`src/rtl/rtd_pkg.sv`:
```
/*
  Constants for the resistive touch digitizer controller: register map,
  control fields, reset values and timing counts.
  Assumes a single 10 MHz reference clock and an external converter and
  plate drivers that the controller steers.
*/
// What this block does
// - Interrupt output goes high; any read clears it
// - Read during interrupt generation leaves interrupt high
// - Touch output low when touched, else high
// - Access only with chip select plus strobe
// - Eight byte registers on three address lines
// - Rate register sets periodic conversion rate
// - Period is 35716 plus 4096 times count
// - Reset clears registers zero, one and six
// - Reset loads rate register with count 32
// - Control register zero means powered down
// - Interrupt cleared by read or power-down write
// - Untouched: Y plate high, X plate low
// - X plate high is touch; converts if enabled
// - No bounce check until X and Y done
// - Pen lift seen only after conversion completes
// - Convert, store, interrupt while touched; then idle
// - Twelve-bit coordinates; address 4 holds Y low
// - Wait 1 ms after interrupt before next cycle
// - Touch and interrupt outputs need no conversion activity
// - Full screen voltage maps to code 4095
package rtd_pkg;

  // ==========================================================================
  // Register map
  localparam logic [2:0] ADDR_X_LOW = 3'h0;
  localparam logic [2:0] ADDR_X_HIGH = 3'h1;
  localparam logic [2:0] ADDR_STATUS = 3'h2;
  localparam logic [2:0] ADDR_SPARE = 3'h3;
  localparam logic [2:0] ADDR_Y_LOW = 3'h4;
  localparam logic [2:0] ADDR_Y_HIGH = 3'h5;
  localparam logic [2:0] ADDR_CONTROL = 3'h6;
  localparam logic [2:0] ADDR_RATE = 3'h7;

  // ==========================================================================
  // Field layout
  localparam int CTRL_PERIODIC_BIT = 0;
  localparam int CTRL_TOUCH_IRQ_BIT = 1;
  localparam int CTRL_CONV_IRQ_BIT = 2;
  localparam int STAT_TOUCH_BIT = 0;
  localparam int STAT_BUSY_BIT = 1;
  localparam int COORD_W = 12;
  localparam logic [11:0] FULL_SCALE_CODE = 12'h0_FFF;

  // ==========================================================================
  // Reset values
  localparam logic [7:0] RST_COORD = 8'h00;
  localparam logic [7:0] RST_CONTROL = 8'h00;
  localparam logic [7:0] RST_RATE = 8'h20;
  localparam logic [7:0] POWER_DOWN_VALUE = 8'h00;

  // ==========================================================================
  // Timing
  localparam int CLK_HZ = 10_000_000;
  localparam int PERIOD_BASE_CYCLES = 35716;
  localparam int PERIOD_RATE_STEP = 4096;
  localparam int SETTLE_TIME_US = 1000;
  localparam int SETTLE_CYCLES = (SETTLE_TIME_US * (CLK_HZ / 1_000_000));
  localparam int IRQ_GEN_TIME_NS = 100;
  localparam int IRQ_GEN_CYCLES_RAW = (IRQ_GEN_TIME_NS * (CLK_HZ / 1_000_000) + 999) / 1000;
  localparam int IRQ_GEN_CYCLES = (IRQ_GEN_CYCLES_RAW < 1) ? 1 : IRQ_GEN_CYCLES_RAW;
  localparam int TIMER_W = 21;

  typedef enum logic [2:0] {
    ST_OFF = 3'b100,
    ST_IDLE = 3'b000,
    ST_CONV_X = 3'b001,
    ST_CONV_Y = 3'b011,
    ST_SETTLE = 3'b010,
    ST_WAIT = 3'b110
  } rtd_state_e;

endpackage : rtd_pkg

```
`src/rtl/rtd_timer.sv`:
```
/*
  Down counter that flags completion a set number of cycles after a load.
  Assumes load is a one-cycle pulse from the controller.
*/
`timescale 1ns/1ps
module rtd_timer #(
  parameter int WIDTH = 21
) (
  input wire logic ref_clk,
  input wire logic rst_n,
  input wire logic load,
  input wire logic [WIDTH-1:0] load_value,
  output logic done
);

  typedef struct packed {
    logic [WIDTH-1:0] cnt;
    logic done;
  } rtd_timer_s;

  rtd_timer_s s_q;
  rtd_timer_s s_d;

  if (WIDTH < 2) begin : g_bad_width
    $error("rtd_timer: WIDTH too small");
  end

  always_comb begin
    s_d = s_q;
    if (load) begin
      s_d.cnt = load_value;
      s_d.done = 1'b0;
    end else if (s_q.cnt > WIDTH'(1)) begin
      s_d.cnt = s_q.cnt - WIDTH'(1);
    end else begin
      s_d.cnt = '0;
      s_d.done = 1'b1;
    end
  end

  // Idle timer reports done so a first conversion never waits
  always_ff @(posedge ref_clk or negedge rst_n) begin
    if (!rst_n) begin
      s_q <= '{cnt: '0, done: 1'b1};
    end else begin
      s_q <= s_d;
    end
  end

  assign done = s_q.done;

endmodule : rtd_timer

```
`src/rtl/rtd_edge.sv`:
```
/*
  Registered start and end pulses of a level.
  Assumes the level is synchronous to ref_clk.
*/
`timescale 1ns/1ps
module rtd_edge (
  input wire logic ref_clk,
  input wire logic rst_n,
  input wire logic level,
  output logic rise,
  output logic fall
);

  typedef struct packed {
    logic prev;
    logic rise;
    logic fall;
  } rtd_edge_s;

  rtd_edge_s s_q;
  rtd_edge_s s_d;

  always_comb begin
    s_d.prev = level;
    s_d.rise = level & ~s_q.prev;
    s_d.fall = ~level & s_q.prev;
  end

  always_ff @(posedge ref_clk or negedge rst_n) begin
    if (!rst_n) begin
      s_q <= '0;
    end else begin
      s_q <= s_d;
    end
  end

  assign rise = s_q.rise;
  assign fall = s_q.fall;

endmodule : rtd_edge

```
`src/rtl/rtd_touch_ctrl.sv`:
```
/*
  Touch digitizer controller: host register port, plate drive, touch
  detection, periodic conversion sequencing and interrupt.
  Assumes an external converter that answers adc_start with adc_done and a
  12-bit result, and plate pins whose levels the pad ring resolves from the
  drive and enable outputs. Bus inputs are synchronous to ref_clk.
*/
`timescale 1ns/1ps
module rtd_touch_ctrl #(
  parameter int PERIOD_BASE = rtd_pkg::PERIOD_BASE_CYCLES,
  parameter int RATE_STEP = rtd_pkg::PERIOD_RATE_STEP,
  parameter int SETTLE_CYCLES = rtd_pkg::SETTLE_CYCLES
) (
  input wire logic ref_clk,
  input wire logic rst_n,
  input wire logic cs_n,
  input wire logic rd_n,
  input wire logic wr_n,
  input wire logic reg_addr_bit2,
  input wire logic reg_addr_bit1,
  input wire logic reg_addr_bit0,
  input wire logic [7:0] data_in,
  output logic [7:0] data_out,
  output logic data_oe,
  output logic irq,
  output logic touch_n,
  input wire logic x_touch_sense,
  output logic x_plate_high_out,
  output logic x_plate_high_oe,
  output logic x_plate_low_out,
  output logic x_plate_low_oe,
  output logic y_plate_high_out,
  output logic y_plate_high_oe,
  output logic y_plate_low_out,
  output logic y_plate_low_oe,
  output logic adc_start,
  output logic adc_sel_y,
  input wire logic adc_done,
  input wire logic [11:0] adc_data
);

  localparam int TW = rtd_pkg::TIMER_W;

  // ==========================================================================
  // Elaboration checks
  if (PERIOD_BASE + RATE_STEP * 255 >= (1 << TW)) begin : g_bad_period
    $error("rtd_touch_ctrl: conversion period does not fit the timer");
  end
  if (SETTLE_CYCLES < 1 || SETTLE_CYCLES >= (1 << TW)) begin : g_bad_settle
    $error("rtd_touch_ctrl: settle count out of range");
  end

  // ==========================================================================
  // State
  typedef struct packed {
    rtd_pkg::rtd_state_e st;
    logic [11:0] x_coord;
    logic [11:0] y_coord;
    logic [11:0] x_hold;
    logic [7:0] control;
    logic [7:0] rate;
    logic touched;
    logic irq;
    logic [3:0] gen_cnt;
    logic gen_in_read;
    logic [7:0] dout;
    logic doe;
    logic touch_n;
    logic adc_start;
    logic adc_sel_y;
    logic [3:0] pdrv;
    logic [3:0] poe;
  } rtd_ctrl_s;

  rtd_ctrl_s s_q;
  rtd_ctrl_s s_d;

  logic [2:0] addr;
  logic rd_act;
  logic wr_act;
  logic rd_start;
  logic rd_end;
  logic wr_start;
  logic per_load;
  logic per_done;
  logic set_load;
  logic set_done;
  logic [TW-1:0] per_value;
  logic powered;
  logic periodic_en;
  logic irq_event;
  logic [7:0] rd_mux;

  assign addr = {reg_addr_bit2, reg_addr_bit1, reg_addr_bit0};
  assign rd_act = ~cs_n & ~rd_n;
  assign wr_act = ~cs_n & ~wr_n;
  assign powered = (s_q.control != rtd_pkg::POWER_DOWN_VALUE);
  assign periodic_en = s_q.control[rtd_pkg::CTRL_PERIODIC_BIT];

  // Period measured from one conversion start to the next
  // One less than the period: the start pulse registered after done adds a cycle
  assign per_value = TW'(PERIOD_BASE) + TW'(RATE_STEP) * TW'(s_q.rate) - TW'(1);

  // ==========================================================================
  // Helpers
  rtd_edge u_rd_edge (
    .ref_clk(ref_clk),
    .rst_n(rst_n),
    .level(rd_act),
    .rise(rd_start),
    .fall(rd_end)
  );

  rtd_edge u_wr_edge (
    .ref_clk(ref_clk),
    .rst_n(rst_n),
    .level(wr_act),
    .rise(wr_start),
    .fall()
  );

  rtd_timer #(
    .WIDTH(TW)
  ) u_period (
    .ref_clk(ref_clk),
    .rst_n(rst_n),
    .load(per_load),
    .load_value(per_value),
    .done(per_done)
  );

  rtd_timer #(
    .WIDTH(TW)
  ) u_settle (
    .ref_clk(ref_clk),
    .rst_n(rst_n),
    .load(set_load),
    .load_value(TW'(SETTLE_CYCLES)),
    .done(set_done)
  );

  // ==========================================================================
  // Read data
  always_comb begin
    unique case (addr)
      rtd_pkg::ADDR_X_LOW: rd_mux = s_q.x_coord[7:0];
      rtd_pkg::ADDR_X_HIGH: rd_mux = {4'h0, s_q.x_coord[11:8]};
      rtd_pkg::ADDR_STATUS: begin
        rd_mux = 8'h00;
        rd_mux[rtd_pkg::STAT_TOUCH_BIT] = s_q.touched;
        rd_mux[rtd_pkg::STAT_BUSY_BIT] = (s_q.st == rtd_pkg::ST_CONV_X) || (s_q.st == rtd_pkg::ST_CONV_Y);
      end
      rtd_pkg::ADDR_SPARE: rd_mux = 8'h00;
      rtd_pkg::ADDR_Y_LOW: rd_mux = s_q.y_coord[7:0];
      rtd_pkg::ADDR_Y_HIGH: rd_mux = {4'h0, s_q.y_coord[11:8]};
      rtd_pkg::ADDR_CONTROL: rd_mux = s_q.control;
      rtd_pkg::ADDR_RATE: rd_mux = s_q.rate;
    endcase
  end

  // ==========================================================================
  // Sequencer, registers and interrupt
  always_comb begin
    s_d = s_q;
    per_load = 1'b0;
    set_load = 1'b0;
    irq_event = 1'b0;
    s_d.adc_start = 1'b0;

    // Bus answer is registered, so it trails the strobes by one cycle
    s_d.doe = rd_act;
    s_d.dout = rd_act ? rd_mux : 8'h00;

    // Register writes; codes 0 to 8 are the host's to avoid
    if (wr_start) begin
      if (addr == rtd_pkg::ADDR_CONTROL) begin
        s_d.control = data_in;
      end else if (addr == rtd_pkg::ADDR_RATE) begin
        s_d.rate = data_in;
      end
    end

    unique case (s_q.st)
      rtd_pkg::ST_OFF: begin
        if (powered) begin
          s_d.st = rtd_pkg::ST_IDLE;
        end
      end
      rtd_pkg::ST_IDLE: begin
        // Touch sense is only trusted while the idle drive is applied
        if (x_touch_sense != s_q.touched) begin
          s_d.touched = x_touch_sense;
          irq_event = s_q.control[rtd_pkg::CTRL_TOUCH_IRQ_BIT];
        end
        if (x_touch_sense && periodic_en && per_done) begin
          s_d.st = rtd_pkg::ST_CONV_X;
          s_d.adc_start = 1'b1;
          s_d.adc_sel_y = 1'b0;
          per_load = 1'b1;
        end
      end
      rtd_pkg::ST_CONV_X: begin
        // No touch checks until both axes are in
        if (adc_done) begin
          s_d.x_hold = adc_data;
          s_d.st = rtd_pkg::ST_CONV_Y;
          s_d.adc_start = 1'b1;
          s_d.adc_sel_y = 1'b1;
        end
      end
      rtd_pkg::ST_CONV_Y: begin
        if (adc_done) begin
          // Converter output is ratiometric, 0 to full scale
          s_d.x_coord = s_q.x_hold & rtd_pkg::FULL_SCALE_CODE;
          s_d.y_coord = adc_data & rtd_pkg::FULL_SCALE_CODE;
          irq_event = s_q.control[rtd_pkg::CTRL_CONV_IRQ_BIT];
          s_d.st = rtd_pkg::ST_SETTLE;
          set_load = 1'b1;
        end
      end
      rtd_pkg::ST_SETTLE: begin
        s_d.st = rtd_pkg::ST_WAIT;
      end
      rtd_pkg::ST_WAIT: begin
        // Pen lift or bounce becomes visible only here, after the point
        if (set_done && per_done) begin
          if (x_touch_sense != s_q.touched) begin
            s_d.touched = x_touch_sense;
            irq_event = s_q.control[rtd_pkg::CTRL_TOUCH_IRQ_BIT];
          end
          if (x_touch_sense && periodic_en) begin
            s_d.st = rtd_pkg::ST_CONV_X;
            s_d.adc_start = 1'b1;
            s_d.adc_sel_y = 1'b0;
            per_load = 1'b1;
          end else begin
            s_d.st = rtd_pkg::ST_IDLE;
          end
        end
      end
      default: begin
        s_d.st = rtd_pkg::ST_OFF;
      end
    endcase

    // Power-down aborts any conversion and quiets the sequencer
    if (!powered) begin
      s_d.st = rtd_pkg::ST_OFF;
      s_d.touched = x_touch_sense;
      irq_event = 1'b0;
    end

    // Plate drive: idle bias unless converting an axis
    unique case (s_d.st)
      rtd_pkg::ST_CONV_X: begin
        s_d.pdrv = 4'b0010;
        s_d.poe = 4'b0011;
      end
      rtd_pkg::ST_CONV_Y: begin
        s_d.pdrv = 4'b1000;
        s_d.poe = 4'b1100;
      end
      default: begin
        // Y plate high, X plate low so a press lifts the X plate
        s_d.pdrv = 4'b1000;
        s_d.poe = 4'b1001;
      end
    endcase

    // Touch output follows the sense level even when powered down
    s_d.touch_n = ~((s_q.st == rtd_pkg::ST_CONV_X || s_q.st == rtd_pkg::ST_CONV_Y) ?
                    s_q.touched : x_touch_sense);

    // Interrupt generation window
    if (irq_event) begin
      s_d.gen_cnt = 4'(rtd_pkg::IRQ_GEN_CYCLES);
    end else if (s_q.gen_cnt != 4'h0) begin
      s_d.gen_cnt = s_q.gen_cnt - 4'h1;
    end
    if (rd_start) begin
      s_d.gen_in_read = (s_q.gen_cnt != 4'h0) || irq_event;
    end else if (rd_act && (irq_event || s_q.gen_cnt != 4'h0)) begin
      s_d.gen_in_read = 1'b1;
    end

    // A read ends the interrupt unless one was being raised meanwhile
    if (rd_end && !s_q.gen_in_read && s_q.gen_cnt == 4'h0) begin
      s_d.irq = 1'b0;
    end
    if (wr_start && addr == rtd_pkg::ADDR_CONTROL && data_in == rtd_pkg::POWER_DOWN_VALUE) begin
      s_d.irq = 1'b0;
    end
    // Set wins over any clear in the same cycle
    if (irq_event) begin
      s_d.irq = 1'b1;
    end
  end

  // ==========================================================================
  // Registers
  always_ff @(posedge ref_clk or negedge rst_n) begin
    if (!rst_n) begin
      s_q.st <= rtd_pkg::ST_OFF;
      s_q.x_coord <= {4'h0, rtd_pkg::RST_COORD};
      s_q.y_coord <= {4'h0, rtd_pkg::RST_COORD};
      s_q.x_hold <= 12'h000;
      s_q.control <= rtd_pkg::RST_CONTROL;
      s_q.rate <= rtd_pkg::RST_RATE;
      s_q.touched <= 1'b0;
      s_q.irq <= 1'b0;
      s_q.gen_cnt <= 4'h0;
      s_q.gen_in_read <= 1'b0;
      s_q.dout <= 8'h00;
      s_q.doe <= 1'b0;
      s_q.touch_n <= 1'b1;
      s_q.adc_start <= 1'b0;
      s_q.adc_sel_y <= 1'b0;
      s_q.pdrv <= 4'b1000;
      s_q.poe <= 4'b1001;
    end else begin
      s_q <= s_d;
    end
  end

  // ==========================================================================
  // Outputs
  assign data_out = s_q.dout;
  assign data_oe = s_q.doe;
  assign irq = s_q.irq;
  assign touch_n = s_q.touch_n;
  assign adc_start = s_q.adc_start;
  assign adc_sel_y = s_q.adc_sel_y;
  assign x_plate_low_out = s_q.pdrv[0];
  assign x_plate_high_out = s_q.pdrv[1];
  assign y_plate_low_out = s_q.pdrv[2];
  assign y_plate_high_out = s_q.pdrv[3];
  assign x_plate_low_oe = s_q.poe[0];
  assign x_plate_high_oe = s_q.poe[1];
  assign y_plate_low_oe = s_q.poe[2];
  assign y_plate_high_oe = s_q.poe[3];

endmodule : rtd_touch_ctrl

```
`config.mk`:
```
export PLATFORM = sky130hd
export DESIGN_NAME = rtd_touch_ctrl
export DESIGN_NICKNAME = d
export VERILOG_FILES = /design/src/rtl/rtd_pkg.sv /design/src/rtl/rtd_timer.sv /design/src/rtl/rtd_edge.sv /design/src/rtl/rtd_touch_ctrl.sv
export SDC_FILE = /design/constraint.sdc
export NUM_CORES = 1
export LEC_CHECK = 0
export BUFFER_PORTS_ARGS = -buffer_cell sky130_fd_sc_hd__buf_2
export CORE_MARGIN = 3
export CORE_UTILIZATION = 40
export DETAILED_ROUTE_END_ITERATION = 12
export GPL_TIMING_DRIVEN = 0
export PLACE_DENSITY = 0.62
export SLEW_MARGIN = 20
export SYNTH_ARGS = -nofsm -noshare
export SYNTH_HDL_FRONTEND = slang
export SYNTH_SLANG_ARGS = --single-unit
export TNS_END_PERCENT = 20
```
`constraint.sdc`:
```
create_clock -name ref_clk -period 2.6 [get_ports ref_clk]
set_clock_uncertainty 0.15 [all_clocks]
set_input_delay 0 -clock ref_clk [delete_from_list [all_inputs] [get_ports ref_clk]]
set_output_delay 0 -clock ref_clk [all_outputs]
set_load 0.02 [all_outputs]
```
==> impl_results.md <==
* Status: finished with violations
* Failing checks: hold timing
* WP buf/inv at 1
* Clk Latency, worst-skew pair at 0.42 ns
* Most used routing layer: met2
* Global route total overflow at 0
* FP Rows at 43
* Final min period at 2.42 ns
* WS Path Type: flop to flop
* Final instance area at 7190 um^2
* Slowest-stage cell, CP: nor4_1
* Register area at 3160 um^2
* Initial core utilization at 41.4%
* Area of the multi-input gates at 2460 um^2
* CTS Root Cell: clkbuf_16
* Ratio of cells with drive above 1 in the final layout at 21.7%
* H-tree depth at 4
* Crit path to: u_period.s_q[17]
* Max Fclk at 412 MHz
* Main synth FF type: dfrtp_1
* Gate power share at 23.9%
* P_leak at 0.00322 uW
* Final net count at 691
* 1st-iter DRT viols at 277
* IO buf count at 45
* Wirelength per Cell at 15.4 um
* Met1 Use GR at 23.5%
* CP arrival at 2.56 ns
* Stages on the worst setup path at 6
* Synth warn at 0
* Global-route wire length before repair at 22.5 mm
* Vias in the first global route at 4534
* Clock slew at reported path FFs at 0.05 ns
* Peak supply drop at 0.000533 V
* DIE AREA at 16000 um^2
* CP endpoint kind: flop
* Slew at the pin closest to its max-slew limit at 0.673 ns
* Crit path largest cell delay at 0.60 ns
* DRT antenna net count at 0
* R2r endpoint: u_period.s_q[17]
* Die height at 127 um
* Rel. slew slack at 55.0%
* CP max FO at 10
* # fillers at 1249
* NetSw at 2340 uW
* Ant diodes at 0
* Via count at 4409
* Critical path, cell by cell: nor4_1 -> nand3b_1 -> nor3_2 -> or2_2 -> buf_2 -> o21ai_0
* Vias/cell at 5.20
* Yosys reg bits at 126
* Drt first pass iters at 5
* Crit-path leading delay family: simple AND/OR/NAND/NOR gates
* Synth-to-layout area growth at 23.6%
* TritonCTS clock tree: done
* Clk pwr share at 31.6%
* CORE AREA at 14000 um^2
* Met3 Use GR at 4.84%
* Final Cycle Share at 93.3%
* Unique masters post-synth at 55
* R2R setup slack at 0.18 ns
* WL final at 13.0 mm
* Final Max Tran Viols at 0
* Switching share of total power at 31.5%
* Mean Syn Cell Area at 10.3 um^2
* Tightest hold margin at -0.00388 ns
* Crit path required time at 2.74 ns
* Register area share after synthesis at 54.4%
* Crit. Startpoint: u_period.s_q[12]
* Sequential share of power at 44.5%
* Placer Congestion at 0.832
* Cell-internal power at 5090 uW
* # DRC at 0
* Worst R2R Path Depth at 6
* Die width at 127 um
* Synth async-reset ratio at 100%
* Crit start category: flop
* PD cells at 1030 nW/um^2
* GR Util met2 at 27.8%
* Setup Buffers After CTS at 0
* Origin of the critical flop-to-flop path: u_period.s_q[12]
* Final Hold Viols at 1
* Total CTS buffers at 17
* Detail Placement HPWL at 9.14 mm
* Total track usage at 17.7%
* I/O pins at 51
* Post-Synthesis Cells at 562
* Largest net degree at the start of global routing at 66
* Final setup vio count at 0
* Clk sink count at 126
* Pwr Total at 7430 uW
* Initial antenna violation count at 0
* Hold Path Class: primary input to async pin
* MaxCap Viol Count at 0
* Netlist Area Pre-Place at 5810 um^2
* Post-synth EDFFs at 0
* Clk buf depth at 2
* Placed Instance Area at 6300 um^2
## area by class of cell
type / instances / share of cell area, %
flip-flops and latches: 126 / 44.0
clock inverters: 5 / 1.08
plain buffers: 33 / 2.47
repair buffers: 73 / 7.37
inverters: 12 / 0.627
well taps: 180 / 3.13
multi-input cells: 392 / 34.2
clock buffers: 27 / 7.14
## synthesized netlist by cell type (12+ instances only)
| cell | number | area [um^2] |
|---|---|---|
| inv_1 | 12 | 45.0 |
| nor3_1 | 17 | 85.1 |
| xnor2_1 | 24 | 210 |
| mux2_2 | 30 | 338 |
| nor4_1 | 12 | 75.1 |
| clkbuf_1 | 16 | 60.1 |
| o21ai_0 | 25 | 125 |
| nor2_1 | 50 | 188 |
| nand2_1 | 94 | 353 |
| a21oi_1 | 19 | 95.1 |
| dfrtp_1 | 119 | 2980 |
| buf_4 | 12 | 90.1 |
## registers in the layout (all words and copies together), names as in the netlist, 8 cells and up
signal,cells
data_out,8
u_period.s_q,21
s_q,60
u_settle.s_q,21
## metrics by stage
| step | setup TNS [ns] | utilization [%] | worst slack, ns | hold WS, ns | cells |
|---|---|---|---|---|---|
| 4_1_cts | 0 | 51.0 | 0.0116 | 0.0246 | 848 |
| 3_3_place_gp | -28.11 | 44.6 | -0.243 | 0.0168 | 788 |
| 2_1_floorplan | 0 | - | 0.482 | -0.446 | 563 |
| 6_report | 0 | 51.2 | 0.175 | -0.00388 | 848 |
| 3_5_place_dp | 0 | 44.9 | 0.0191 | -0.119 | 789 |
| 5_1_grt | -0.00812 | 51.2 | -0.00581 | 0.0569 | 848 |
## worst reg2reg max path: stages, from the launching register on
cell and delay [ns]:
dfrtp_1 0.40, nor4_1 0.60, nand3b_1 0.19, nor3_2 0.38, or2_2 0.21, buf_2 0.24
o21ai_0 0.13
## power by group through the flow
stage,Sequential (uW),Combinational [uW],Clock (uW)
after floorplan,3200,1290,0
after global placement,3270,1650,0
after detailed placement,3310,1740,0
after CTS,3290,1780,2400
after global routing,3420,2030,2490
final,3310,1770,2350
## per-layer routing
| layer | part of all wire, % | wire length (um) |
|---|---|---|
| met5 | 0 | 0 |
| met4 | 1.8 | 233 |
| met3 | 5.0 | 658 |
| met2 | 47 | 6140 |
| met1 | 46 | 6010 |
## worst min path at each step
stage | end | cells past startpoint | slack (ns)
floorplan | adc_sel_y | 0 | -0.45
global placement | u_wr_edge.s_q[2] | 2 | 0.02
detailed placement | y_plate_low_oe | 1 | -0.12
CTS | y_plate_low_oe | 2 | 0.02
global route | y_plate_low_oe | 2 | 0.06
finish | y_plate_low_oe | 2 | -0.004
## cells in the final DEF (no fill, tap or decap), drive strengths merged, types with 14 or more instances in the layout
cell	instances
buf	62
a21oi	20
nor2	50
xnor2	24
clkbuf	44
mux2	30
dlygate4sd3	27
nand2	94
dfrtp	119
o21ai	25
nor3	17
nor4	14
## kinds of logic after synthesis
family / count (synthesis) / share of synthesized area (%)
AND/OR/NAND/NOR: 233 / 19.2
flip-flops: 126 / 54.4
AO/OA/AOI/OAI: 76 / 8.26
buffers and inverters: 45 / 3.79
multiplexers: 41 / 7.92
XOR/XNOR: 34 / 5.12
adder cells (fa/ha/maj): 6 / 1.29
other: 1 / 0.0645
## what timing repair did
item | in CTS | in global routing
resized for setup | 0 | 5
setup endpoints to repair | 0 | 28
hold buffers | 27 | 0
hold endpoints to repair | 185 | 0
Note: power is estimated with default switching activity, not from simulation.
